$ cat config.mk
export PLATFORM = sky130hd
export DESIGN_NAME = dsd_segment_decoder
export DESIGN_NICKNAME = d
export VERILOG_FILES = /design/src/design/dsd_segment_decoder.v
export VERILOG_INCLUDE_DIRS = /design/src /design/src/design
export SDC_FILE = /design/constraint.sdc
export NUM_CORES = 1
export LEC_CHECK = 0
export ABC_AREA = 1
export BUFFER_PORTS_ARGS = -buffer_cell sky130_fd_sc_hd__buf_2
export CELL_PAD_IN_SITES_DETAIL_PLACEMENT = 0
export CELL_PAD_IN_SITES_GLOBAL_PLACEMENT = 1
export CORE_ASPECT_RATIO = 2
export CORE_UTILIZATION = 37
export DETAILED_ROUTE_END_ITERATION = 10
export PLACE_DENSITY_LB_ADDON = 0.1
export REMOVE_ABC_BUFFERS = 1
export SETUP_SLACK_MARGIN = 0.1
export SLEW_MARGIN = 30
export SYNTH_ARGS = -nofsm -noshare
export SYNTH_HDL_FRONTEND = slang
export SYNTH_SLANG_ARGS = --single-unit
$ cat constraint.sdc
create_clock -name ref_clk -period 2.7 [get_ports ref_clk]
set_clock_uncertainty 0.15 [all_clocks]
set_input_delay 0.135 -clock ref_clk [delete_from_list [all_inputs] [get_ports ref_clk]]
set_output_delay 0.135 -clock ref_clk [all_outputs]
set_load 0.01 [all_outputs]
$ cat src/design/dsd_defines.vh
// constants for the converter input latch and segment decoder
`ifndef DSD_DEFINES_VH
`define DSD_DEFINES_VH

// ************************************************************
// word layout
// ************************************************************
`define DSD_WORD_W 12
`define DSD_MAJOR_BITS 5
`define DSD_MIDDLE_BITS 4
`define DSD_LOW_BITS 3
`define DSD_MAJOR_SEGS 31
`define DSD_MIDDLE_SEGS 15
`define DSD_MAJOR_LSB 7
`define DSD_MIDDLE_LSB 3

// ************************************************************
// reset values and timing
// ************************************************************
`define DSD_WORD_RESET 12'h000
`define DSD_MAX_RATE_MSPS 125
`define DSD_REF_CLK_MHZ 100
`define DSD_PIPE_CYCLES 2

`endif

$ cat src/design/dsd_segment_decoder.v
// input latch and segment decoder for a 12-bit current steering converter
//
// What this block does
// - sample word is 12 parallel bits, highest line msb, line zero lsb
// - whole word captured on each rising clock edge only, while power-down is low
// - capture and decode keep up with clocks up to 125 MSPS
// - power-down input high enters low-power state, low means normal operation
// - power-down input has no pull-down in this block, the testbench drives it low for normal operation
// - top 5 bits decode to thermometer of 31 major segments
// - next 4 bits decode to thermometer of 15 middle segments
// - low bits pass straight through as binary-weighted selects
// - each source steered to exactly one of the two outputs
// - true select and complement produced with matched timing
// - all ones steers all primary, all zeros all complementary
// - word is unsigned 0 to 4095, primary current rises with code
`timescale 1ns/100ps
`default_nettype none
`include "dsd_defines.vh"

module dsd_segment_decoder #(
   parameter WORD_W = `DSD_WORD_W,
   parameter MAJOR_BITS = `DSD_MAJOR_BITS,
   parameter MIDDLE_BITS = `DSD_MIDDLE_BITS,
   parameter LOW_BITS = `DSD_LOW_BITS
) (
   input wire ref_clk,
   input wire rst_n,
   input wire sample_msb,
   input wire [WORD_W-3:0] sample_middle_bits,
   input wire sample_lsb,
   input wire power_down,
   output reg [(1<<MAJOR_BITS)-2:0] major_sel,
   output reg [(1<<MAJOR_BITS)-2:0] major_sel_n,
   output reg [(1<<MIDDLE_BITS)-2:0] middle_sel,
   output reg [(1<<MIDDLE_BITS)-2:0] middle_sel_n,
   output reg [LOW_BITS-1:0] low_sel,
   output reg [LOW_BITS-1:0] low_sel_n,
   output reg low_power,
   output reg [WORD_W-1:0] latched_word
);

   localparam MAJOR_SEGS = (1<<MAJOR_BITS)-1;
   localparam MIDDLE_SEGS = (1<<MIDDLE_BITS)-1;
   localparam MAJOR_LSB = WORD_W-MAJOR_BITS;
   localparam MIDDLE_LSB = LOW_BITS;

   // ************************************************************
   // thermometer decode
   // ************************************************************

   // sets the lowest 'value' bits of a 31-wide vector
   function [30:0] dsd_therm;
      input [4:0] value;
      integer i;
      begin
         dsd_therm = 31'h0000_0000;
         for (i = 0; i < 31; i = i + 1) begin
            if (i < value)
               dsd_therm[i] = 1'b1;
         end
      end
   endfunction

   wire [WORD_W-1:0] sample_word;
   reg [WORD_W-1:0] next_word;
   wire [30:0] major_therm;
   wire [30:0] middle_therm;
   wire [MAJOR_BITS-1:0] major_code;
   wire [MIDDLE_BITS-1:0] middle_code;

   // assemble the word, msb on the top line
   assign sample_word = {sample_msb, sample_middle_bits, sample_lsb};

   // hold the word while powered down
   always @* begin
      if (power_down)
         next_word = latched_word;
      else
         next_word = sample_word;
   end

   // ************************************************************
   // input latch, rising edge only
   // ************************************************************

   // capture the full word; the pull-down is modelled by the testbench driving low
   always @(posedge ref_clk) begin
      if (!rst_n) begin
         latched_word <= `DSD_WORD_RESET;
         low_power <= 1'b0;
      end else begin
         latched_word <= next_word;
         low_power <= power_down;
      end
   end

   assign major_code = latched_word[WORD_W-1:MAJOR_LSB];
   assign middle_code = latched_word[MAJOR_LSB-1:MIDDLE_LSB];
   // widen the middle group code to the decoder's five-bit index
   wire [4:0] major_idx;
   wire [4:0] middle_idx;
   assign major_idx = major_code;
   assign middle_idx = {1'b0, middle_code};
   assign major_therm = dsd_therm(major_idx);
   assign middle_therm = dsd_therm(middle_idx);

   // ************************************************************
   // steering registers, true and complement on one edge
   // ************************************************************

   // complements come from the same decode, so every pair flips together
   always @(posedge ref_clk) begin
      if (!rst_n) begin
         major_sel <= {MAJOR_SEGS{1'b0}};
         major_sel_n <= {MAJOR_SEGS{1'b1}};
         middle_sel <= {MIDDLE_SEGS{1'b0}};
         middle_sel_n <= {MIDDLE_SEGS{1'b1}};
         low_sel <= {LOW_BITS{1'b0}};
         low_sel_n <= {LOW_BITS{1'b1}};
      end else begin
         major_sel <= major_therm[MAJOR_SEGS-1:0];
         major_sel_n <= ~major_therm[MAJOR_SEGS-1:0];
         middle_sel <= middle_therm[MIDDLE_SEGS-1:0];
         middle_sel_n <= ~middle_therm[MIDDLE_SEGS-1:0];
         low_sel <= latched_word[LOW_BITS-1:0];
         low_sel_n <= ~latched_word[LOW_BITS-1:0];
      end
   end

endmodule
`default_nettype wire

== Yosys cells after proc, flatten, opt, wreduce, memory -nomap -nowiden ==
Cells that the tools add are included.
Operators by class
  magnitude comparators: 46
  multiplexer cells: 46
  bitwise logic cells: 3
Operators by type and width (count)
  $lt A5 B5 Y1 const A: 15
  $mux W1: 46
  $lt A4 B5 Y1 const A: 8
  $not A31 Y31: 1
  $lt A4 B4 Y1 const A: 7
  $lt A3 B5 Y1 const A: 4
  $lt A3 B4 Y1 const A: 4
  $not A15 Y15: 1
  $lt A1 B5 Y1 const A: 2
  $lt A2 B5 Y1 const A: 2
  $lt A1 B4 Y1 const A: 2
  $lt A2 B4 Y1 const A: 2
  $not A3 Y3: 1
Word-level totals
  register bits after elaboration: 111
  input bits: 15
  output and inout bits: 111
  logic and storage cells: 103

== Depth between registers and ports, before layout ==
Gate-level depths: netlist of run 1.
  depth in word-level cells: 3
  mapped depth: 6
  mapped depth without buffers: 5

== Worst setup path before layout of run 1 ==
No wires, ideal clock.
  path type: register -> register
  from: reg latched_word[10]
  to: reg major_sel_n[10]
  setup time: 0.113 ns
  data arrival time: 0.972 ns
  slack: 1.464 ns
  cell stages (with the launch flop): 6
  path buffers: 0
  clock period less this slack: 1.236 ns
  cells stage by stage: dfxtp_1 > nand2_1 > nand2_2 > inv_2 > nor2_4 > nand2_1
On the way
  cells in the longest elaborated chain, start to end: 3
RTL lines
  start, declared: line dsd_segment_decoder.v:39  | output reg [WORD_W-1:0] latched_word
  start signal, assigned: line dsd_segment_decoder.v:89  | latched_word <= `DSD_WORD_RESET;
  start signal, assigned: line dsd_segment_decoder.v:92  | latched_word <= next_word;
  $lt A4 B5 Y1: line dsd_segment_decoder.v:58  | if (i < value)
  $mux W1: line dsd_segment_decoder.v:58
  $not A31 Y31: line dsd_segment_decoder.v:122  | major_sel_n <= ~major_therm[MAJOR_SEGS-1:0];
  end signal, assigned: line dsd_segment_decoder.v:115  | major_sel_n <= {MAJOR_SEGS{1'b1}};
  end signal, assigned: line dsd_segment_decoder.v:122
  end, declared: line dsd_segment_decoder.v:33  | output reg [(1<<MAJOR_BITS)-2:0] major_sel_n,
Every way passes these cells.
A chain may end at the register's enable or synchronous reset.

== Worst setup path after layout of run 1 ==
  from: reg latched_word[10]
  to: reg major_sel[8]
On the way
  cells in the longest elaborated chain, start to end: 2
RTL lines
  $lt A4 B5 Y1: line dsd_segment_decoder.v:58
  $mux W1: line dsd_segment_decoder.v:58
  end signal, assigned: line dsd_segment_decoder.v:114  | major_sel <= {MAJOR_SEGS{1'b0}};
  end signal, assigned: line dsd_segment_decoder.v:121  | major_sel <= major_therm[MAJOR_SEGS-1:0];
  end, declared: line dsd_segment_decoder.v:32  | output reg [(1<<MAJOR_BITS)-2:0] major_sel,
Every way passes these cells.

==> results of run 1 <==
## cells by family after synthesis
family,after synthesis
buf+inv,60
flops,111
simple gates,93
compound gates,39
## state kept, by name, indices dropped and copies added (netlist names)
register      count
low_power         1
low_sel           3
middle_sel_n     15
middle_sel       15
latched_word     12
low_sel_n         3
major_sel_n      31
major_sel        31
## worst paths after layout
| check | startpoint | to | slack [ns] | cells past startpoint |
|---|---|---|---|---|
| setup / recovery | latched_word[10]$_SDFFE_PN0N_ | major_sel[8]$_SDFF_PN0_ | 1.24 | 5 |
| hold reg to reg | latched_word[1]$_SDFFE_PN0N_ | low_sel_n[1]$_SDFF_PN1_ | 0.28 | 1 |
| hold / removal | power_down | low_power$_SDFF_PN0_ | 0.04 | 3 |
| setup reg to reg | latched_word[10]$_SDFFE_PN0N_ | major_sel[8]$_SDFF_PN0_ | 1.24 | 5 |
## cell type report
cell class                      count  area share, %
Clock buffer                       11           5.95
Clock inverter                      5           1.89
Inverter                           53           4.68
Multi-Input combinational cell    132           14.8
Sequential cell                   111           52.3
Tap cell                           96           2.83
Timing Repair Buffer              137           17.6
## per-layer routing
layer | GRT usage, % | share of wire, %
met5 | 0 | 0
met4 | 7.80 | 2.0
met3 | 5.73 | 6.7
met2 | 32.8 | 57
met1 | 15.7 | 34
## critical path: cells and delay by family, from the launching register on
kind                   cells  cell delay (ns)
DFF                        1             0.48
and+or+nand+nor            3             0.52
buffers and inverters      2             0.21
## synth_stat cells, drive strengths merged
library cell    n  area (µm²)
nand3           6        35.0
o21ai          22         114
nor2           45         208
dfxtp         111        2220
inv            53         199
clkbuf          2        7.51
buf             5        32.5
nand2          42         185
a21oi          17        85.1
## power groups by stage
stage / clock (W) / combinational (W) / sequential [W]
2_1_floorplan: 0 / 0.0000908 / 0.00185
3_3_place_gp: 0 / 0.000274 / 0.00180
3_5_place_dp: 0 / 0.000277 / 0.00180
4_1_cts: 0.00145 / 0.000291 / 0.00176
5_1_grt: 0.00151 / 0.000318 / 0.00177
6_report: 0.00142 / 0.000285 / 0.00176
## metrics by stage
| step | cell area [µm²] | worst slack, ns | power [W] | hold slack [ns] | util [%] |
|---|---|---|---|---|---|
| floorplan | 3050 | 1.45 | 0.00194 | 0.0741 | - |
| global placement | 3790 | 1.22 | 0.00207 | 0.218 | 47.4 |
| detailed placement | 3790 | 1.19 | 0.00208 | 0.225 | 47.4 |
| CTS | 4250 | 1.21 | 0.00351 | 0.0255 | 53.1 |
| global route | 4250 | 1.14 | 0.00361 | 0.0428 | 53.1 |
| finish | 4250 | 1.24 | 0.00347 | 0.0366 | 53.1 |
## repair_timing
action / in CTS / in global routing
setup endpoints to repair: 0 / 0
hold endpoints to repair: 12 / 0
hold buffers: 12 / 0
setup buffers: 0 / 0
resized for setup: 0 / 0
==> Implementation_results.wiki, run 1 <==
{| class="wikitable"
! Metric !! Value
|-
| Total leakage power || 2.18 nW
|-
| Relative contribution of combinational cells to total power || 8.2%
|-
| Ordered cell list for the critical path || inv_2 > nor2_1 > nand3_1 > nand2_1 > inv_1
|-
| Portion of netlist area occupied by mux cells || 0%
|-
| Initial DRT Pass Iterations || 4
|-
| Area of the mapped netlist || 3090 µm²
|-
| Tmin final || 1.46 ns
|-
| Average cell area after synthesis || 10.2 µm²
|-
| Detailed-route via count || 2,354
|-
| Clock sinks || 111
|-
| Cell Int Power || 0.00270 W
|-
| Worst-case headroom to the max-slew limit || 64.5%
|-
| Critical Path Fanout Max || 8
|-
| Hold Path Class || in2reg
|-
| Number of vias per cell || 4.32
|-
| Routed wire length per instance || 12.9 µm
|-
| Clock latency reported for the late side of the worst-skew pair || 0.34 ns
|-
| Clock tree from TritonCTS || yes
|-
| Distinct cells, synth || 18
|-
| Power density over cell area || 817 nW/µm²
|-
| Die W || 66.6 µm
|-
| Largest net degree at the start of global routing || 27
|-
| I/O Buffers || 125
|-
| Half-perimeter wire length after detailed placement || 5340 µm
|-
| Root buffer cell || clkbuf_16
|-
| Total area of sequential cells || 2220 µm²
|-
| Flip-flop and latch count after synthesis || 111
|-
| Area of the placeable core || 8000 µm²
|-
| Startpoint-to-endpoint class of the critical path || reg2reg
|-
| Count of inserted antenna diode cells || 0
|-
| Clock Pin Slew Worst Setup and Hold Paths || 0.07 ns
|-
| IR Drop Worst-Case VDD || 0.627 mV
|-
| Arrival time at the worst endpoint || 1.55 ns
|-
| Remaining number of nets flagged by the antenna check after routing || 0
|-
| Worst Tran Pin Value || 0.532 ns
|-
| Total overflow reported by the global router || 0
|-
| Number of global-route vias before repair || 2,294
|-
| Layout fillers || 806
|-
| Period utilisation layout || 54.2%
|-
| Wire length of the first global-routing pass || 11,200 µm
|-
| Violation count after the first detailed-route iteration || 91
|-
| Final number of hold-violating endpoints || 0
|-
| Number of placed instances, taps included || 517
|-
| Net switching share of the total power || 22.2%
|-
| Die span in y || 131 µm
|-
| Fraction of final layout cells sized beyond drive strength 1 || 35.4%
|-
| Maximum Capacitance Violations || 0
|-
| YS warnings || 0
|-
| Outcome || complete, no violations
|-
| Area share of and/or/nand/nor cells after synthesis || 13.9%
|-
| # nets final || 459
|-
| Total length of routed wires || 7040 µm
|-
| Synthesized-area fraction occupied by xor and xnor cells || 0%
|-
| Post-synthesis sequential area ratio || 72.0%
|-
| Share of the synthesized area in compound gates (AO/OA/AOI/OAI) || 6.44%
|-
| Switch Pwr || 0.000772 W
|-
| DR DRC count || 0
|-
| Routability Congestion || 0.735
|-
| I/O pins || 126
|-
| Die ar. || 8740 µm²
|-
| Area delta synth->final || 37.5%
|-
| Part of the total power dissipated in sequential elements || 50.9%
|-
| Non-filler instance count after layout || 545
|-
| Total area of multi-input combinational cells || 627 µm²
|-
| Initial standard-cell utilization of the core || 38.6%
|-
| Crit path capture type || register
|-
| Unrepaired setup endpoints after global routing || no
|-
| H-tree Lvls || 3
|-
| GRT Total Usage || 17.4%
|-
| Main combinational cell family by area after synthesis || simple AND/OR/NAND/NOR gates
|-
| Highest-count cells in the layout ignoring fill and taps || 125 x buf_2, 111 x dfxtp_1, 50 x inv_1
|-
| Required time worst endpoint || 2.79 ns
|-
| Buffers from clock root to sink, at most || 2
|-
| Sum of negative setup slack || 0 ns
|-
| Critical-path top delay cell || dfxtp_1
|-
| Setup-violating endpoint count in the final report || 0
|-
| Synthesized-area fraction occupied by adder cells || 0%
|-
| Synth Instances || 303
|-
| Slowest Stage Delay on Critical Path || 0.48 ns
|-
| Most frequent standard cell in the layout excluding fill and tap cells || buf_2
|-
| Highest clock rate || 0.683 GHz
|-
| Total clock buffers created by CTS || 9
|-
| Core Rows || 46
|-
| Max-slew violation count || 0
|-
| Part of the total power dissipated in the clock network || 40.9%
|-
| Initial antenna violation count || 0
|-
| Critical Path Start Type || register
|}
No activity file was read; power rests on OpenSTA's default activity.
==> run 2, diff against run 1 <==
Settings changed: ABC_AREA 1 to 0, CORE_UTILIZATION 37 to 36.
Clock period 2.7 ns to 1.5 ns, I/O delays scaled along.
==> Implementation_results.wiki, run 2 <==
{| class="wikitable"
! Metric !! Value
|-
| Critical Path Fanout Max || 16 (was 8)
|-
| Largest net degree at the start of global routing || 20 (was 27)
|-
| Flip-flop and latch count after synthesis || 111 (unchanged)
|-
| Max-slew violation count || 0 (unchanged)
|-
| Share of flip-flops with an asynchronous set or reset || 0% (unchanged)
|-
| I/O pins || 126 (unchanged)
|-
| Total routed wire length on the met1 layer || 2760 µm (was 2390 µm)
|-
| Clock tree from TritonCTS || yes (unchanged)
|-
| Fraction of final layout cells sized beyond drive strength 1 || 39.5% (was 35.4%)
|-
| EDFF count, synth || 0 (unchanged)
|-
| H-tree Lvls || 3 (unchanged)
|-
| Worst reg2reg path startpoint || latched_word[9]$_SDFFE_PN0N_ (was latched_word[10]$_SDFFE_PN0N_)
|-
| Worst-case headroom to the max-slew limit || 74.0% (was 64.5%)
|-
| Area delta synth->final || 35.2% (was 37.5%)
|-
| Number of placed instances, taps included || 508 (was 517)
|-
| Most common cell in the synthesized netlist || dfxtp_1 (unchanged)
|-
| Wire length of the first global-routing pass || 11,300 µm (was 11,200 µm)
|-
| Total overflow reported by the global router || 0 (unchanged)
|-
| Half-perimeter wire length after detailed placement || 5190 µm (was 5340 µm)
|-
| Layout fillers || 855 (was 806)
|-
| Critical Path Start Type || register (unchanged)
|-
| Distinct cells, synth || 34 (was 18)
|-
| Synth Instances || 291 (was 303)
|-
| Highest clock rate || 0.745 GHz
|-
| Area of the placeable core || 8950 µm² (was 8000 µm²)
|-
| Highest-count cells in the layout ignoring fill and taps || 125 x buf_2, 106 x dfxtp_1, 20 x nor2_1 (was 125 x buf_2, 111 x dfxtp_1, 50 x inv_1)
|-
| Dominant cells by area after synthesis || dfxtp_1 67%, o21a_1 3.8%, mux2i_1 3.6%, nor2_1 2.3%, nor2b_1 2.3% (was dfxtp_1 72%, inv_1 6.1%, nor2_1 4.7%, nand2_1 4.3%, o21ai_0 3.4%)
|-
| Number of global-route vias before repair || 2,326 (was 2,294)
|-
| Synth Flop Type || dfxtp_1 (unchanged)
|-
| Most frequent standard cell in the layout excluding fill and tap cells || buf_2 (unchanged)
|-
| Startpoint-to-endpoint class of the critical path || reg2out (was reg2reg)
|-
| # nets final || 445 (was 459)
|-
| Initial standard-cell utilization of the core || 37.1% (was 38.6%)
|-
| YS warnings || 0 (unchanged)
|-
| Die span in y || 138 µm (was 131 µm)
|-
| Non-filler instance count after layout || 537 (was 545)
|-
| Period utilisation layout || 89.5%
|-
| DR DRC count || 0 (unchanged)
|-
| Worst Tran Pin Value || 0.390 ns (was 0.532 ns)
|-
| Post-synthesis sequential area ratio || 66.9% (was 72.0%)
|-
| Number of cells on the worst reg-to-reg path || 3 (was 5)
|-
| Routed length on met3 || 405 µm (was 475 µm)
|-
| Critical hold path startpoint || rst_n (was power_down)
|-
| Detailed-route via count || 2,377 (was 2,354)
|-
| Total clock buffers created by CTS || 9 (unchanged)
|-
| Remaining number of nets flagged by the antenna check after routing || 0 (unchanged)
|-
| Tmin final || 1.34 ns
|-
| Power density over cell area || 1310 nW/µm² (was 817 nW/µm²)
|-
| Number of vias per cell || 4.43 (was 4.32)
|-
| Final number of hold-violating endpoints || 0 (unchanged)
|-
| Average cell area after synthesis || 11.4 µm² (was 10.2 µm²)
|-
| Total length of routed wires || 7150 µm (was 7040 µm)
|-
| Commonest cells in the synthesized netlist || 111 x dfxtp_1, 20 x nor2_1, 17 x o21a_1 (was 111 x dfxtp_1, 50 x inv_1, 39 x nor2_1)
|-
| GRT Total Usage || 15.3% (was 17.4%)
|-
| Endpoint of the lowest-slack register-to-register path || major_sel_n[22]$_SDFF_PN1_ (was major_sel[8]$_SDFF_PN0_)
|-
| Core Rows || 49 (was 46)
|-
| Total leakage power || 2.11 nW (was 2.18 nW)
|-
| Routed wire length per instance || 13.3 µm (was 12.9 µm)
|-
| Setup-violating endpoint count in the final report || 0 (unchanged)
|-
| Count of inserted antenna diode cells || 0 (unchanged)
|-
| Outcome || complete, no violations (unchanged)
|-
| Area of the mapped netlist || 3320 µm² (was 3090 µm²)
|-
| Library cell occupying the most area in the post-synthesis netlist || dfxtp_1 (unchanged)
|-
| Arrival time at the worst endpoint || 1.12 ns (was 1.55 ns)
|-
| Initial antenna violation count || 0 (unchanged)
|-
| Root buffer cell || clkbuf_16 (unchanged)
|-
| Die ar. || 9640 µm² (was 8740 µm²)
|-
| Unrepaired setup endpoints after global routing || no (unchanged)
|-
| Clock latency reported for the late side of the worst-skew pair || 0.33 ns (was 0.34 ns)
|-
| Hold Path Class || in2reg (unchanged)
|-
| Fraction of post-synthesis cell area in the top cell type by area || 66.9% (was 72.0%)
|-
| Maximum Capacitance Violations || 0 (unchanged)
|-
| Hold Path End || major_sel_n[14]$_SDFF_PN1_ (was low_power$_SDFF_PN0_)
|-
| Reg2reg setup slack || 0.25 ns (was 1.24 ns)
|-
| IR Drop Worst-Case VDD || 0.754 mV (was 0.627 mV)
|-
| Crit path capture type || output pin (was register)
|-
| Met2 wire length || 3840 µm (was 4030 µm)
|-
| Highest metal layer with signal wires || met4 (unchanged)
|-
| Violation count after the first detailed-route iteration || 69 (was 91)
|-
| Initial DRT Pass Iterations || 4 (unchanged)
|-
| Min-Delay Path Depth || 3 (unchanged)
|-
| Required time worst endpoint || 1.27 ns (was 2.79 ns)
|-
| Die W || 69.9 µm (was 66.6 µm)
|-
| Clock Pin Slew Worst Setup and Hold Paths || 0.06 ns (was 0.07 ns)
|-
| Routability Congestion || 0.738 (was 0.735)
|-
| Biggest regs || major_sel (31), major_sel_n (31) (unchanged)
|-
| Worst hold slack across all endpoints || 0.00458 ns (was 0.0366 ns)
|-
| Buffers from clock root to sink, at most || 2 (unchanged)
|-
| Number of post-CTS setup repair buffers || 0 (unchanged)
|-
| Clock sinks || 111 (unchanged)
|-
| I/O Buffers || 125 (unchanged)
|}
-- run 2: timing repair --
item,CTS,global route
hold endpoints to repair,15,0
endpoints found under the setup margin,4,9
hold buffers,13,0
pin swaps,0,0
gates resized for setup,3,5
-- run 2: worst max path at each step --
stage                             startpoint                          to  depth (start not counted)
2_1_floorplan  latched_word[11]$_SDFFE_PN0N_  major_sel_n[18]$_SDFF_PN1_                          3
3_3_place_gp   latched_word[10]$_SDFFE_PN0N_  major_sel_n[28]$_SDFF_PN1_                          3
3_5_place_dp   latched_word[10]$_SDFFE_PN0N_  major_sel_n[28]$_SDFF_PN1_                          3
4_1_cts        latched_word[11]$_SDFFE_PN0N_  major_sel_n[16]$_SDFF_PN1_                          3
5_1_grt         latched_word[9]$_SDFFE_PN0N_             latched_word[9]                          2
6_report        latched_word[9]$_SDFFE_PN0N_             latched_word[9]                          2
-- run 2: final cells by class --
type / count / area [µm²] / area share, %
sequential: 111 / 2230 / 49.6
multi-input combinational: 142 / 907 / 20.2
timing repair buffer: 154 / 895 / 19.9
clock buffer: 14 / 274 / 6.10
tap: 102 / 128 / 2.84
inverter: 12 / 45.0 / 1.00
clock inverter: 2 / 13.8 / 0.306
-- run 2: power by group --
group          leakage [nW]  internal (W)  switching (W)
Combinational          1.06      0.000235       0.000266
Sequential            0.910       0.00307      0.0000591
Clock                 0.143       0.00126       0.000969
Total                  2.11       0.00457        0.00129
-- run 2: cells by family after synthesis --
family	after synthesis	share of synthesized area (%)
DFF	111	66.9
and+or+nand+nor	71	11.3
muxes	12	3.62
AOI/OAI and AO/OA	59	12.4
buffers and inverters	38	5.84
-- run 2: critical path, stage by stage (launching register included) --
cell and delay (ns):
dfxtp_1 0.38, buf_4 0.23, buf_2 0.16
-- run 2: routing by layer --
layer  vias up  global-route usage (%)
met2        81                    28.3
met4         0                    8.00
li1       1224                       -
met3         8                    3.78
met1      1064                    15.7
met5         -                       0
-- run 2: per-stage QoR --
stage | setup WS (ns) | setup TNS [ns] | cell area (µm²) | total power [W] | utilization (%)
floorplan | -0.0373 | -0.0746 | 3170 | 0.00342 | -
global placement | 0.126 | 0 | 4060 | 0.00367 | 45.3
detailed placement | 0.0593 | 0 | 4060 | 0.00368 | 45.3
CTS | 0.107 | 0 | 4480 | 0.00596 | 50.1
global route | 0.102 | 0 | 4490 | 0.00611 | 50.2
finish | 0.158 | 0 | 4490 | 0.00586 | 50.2
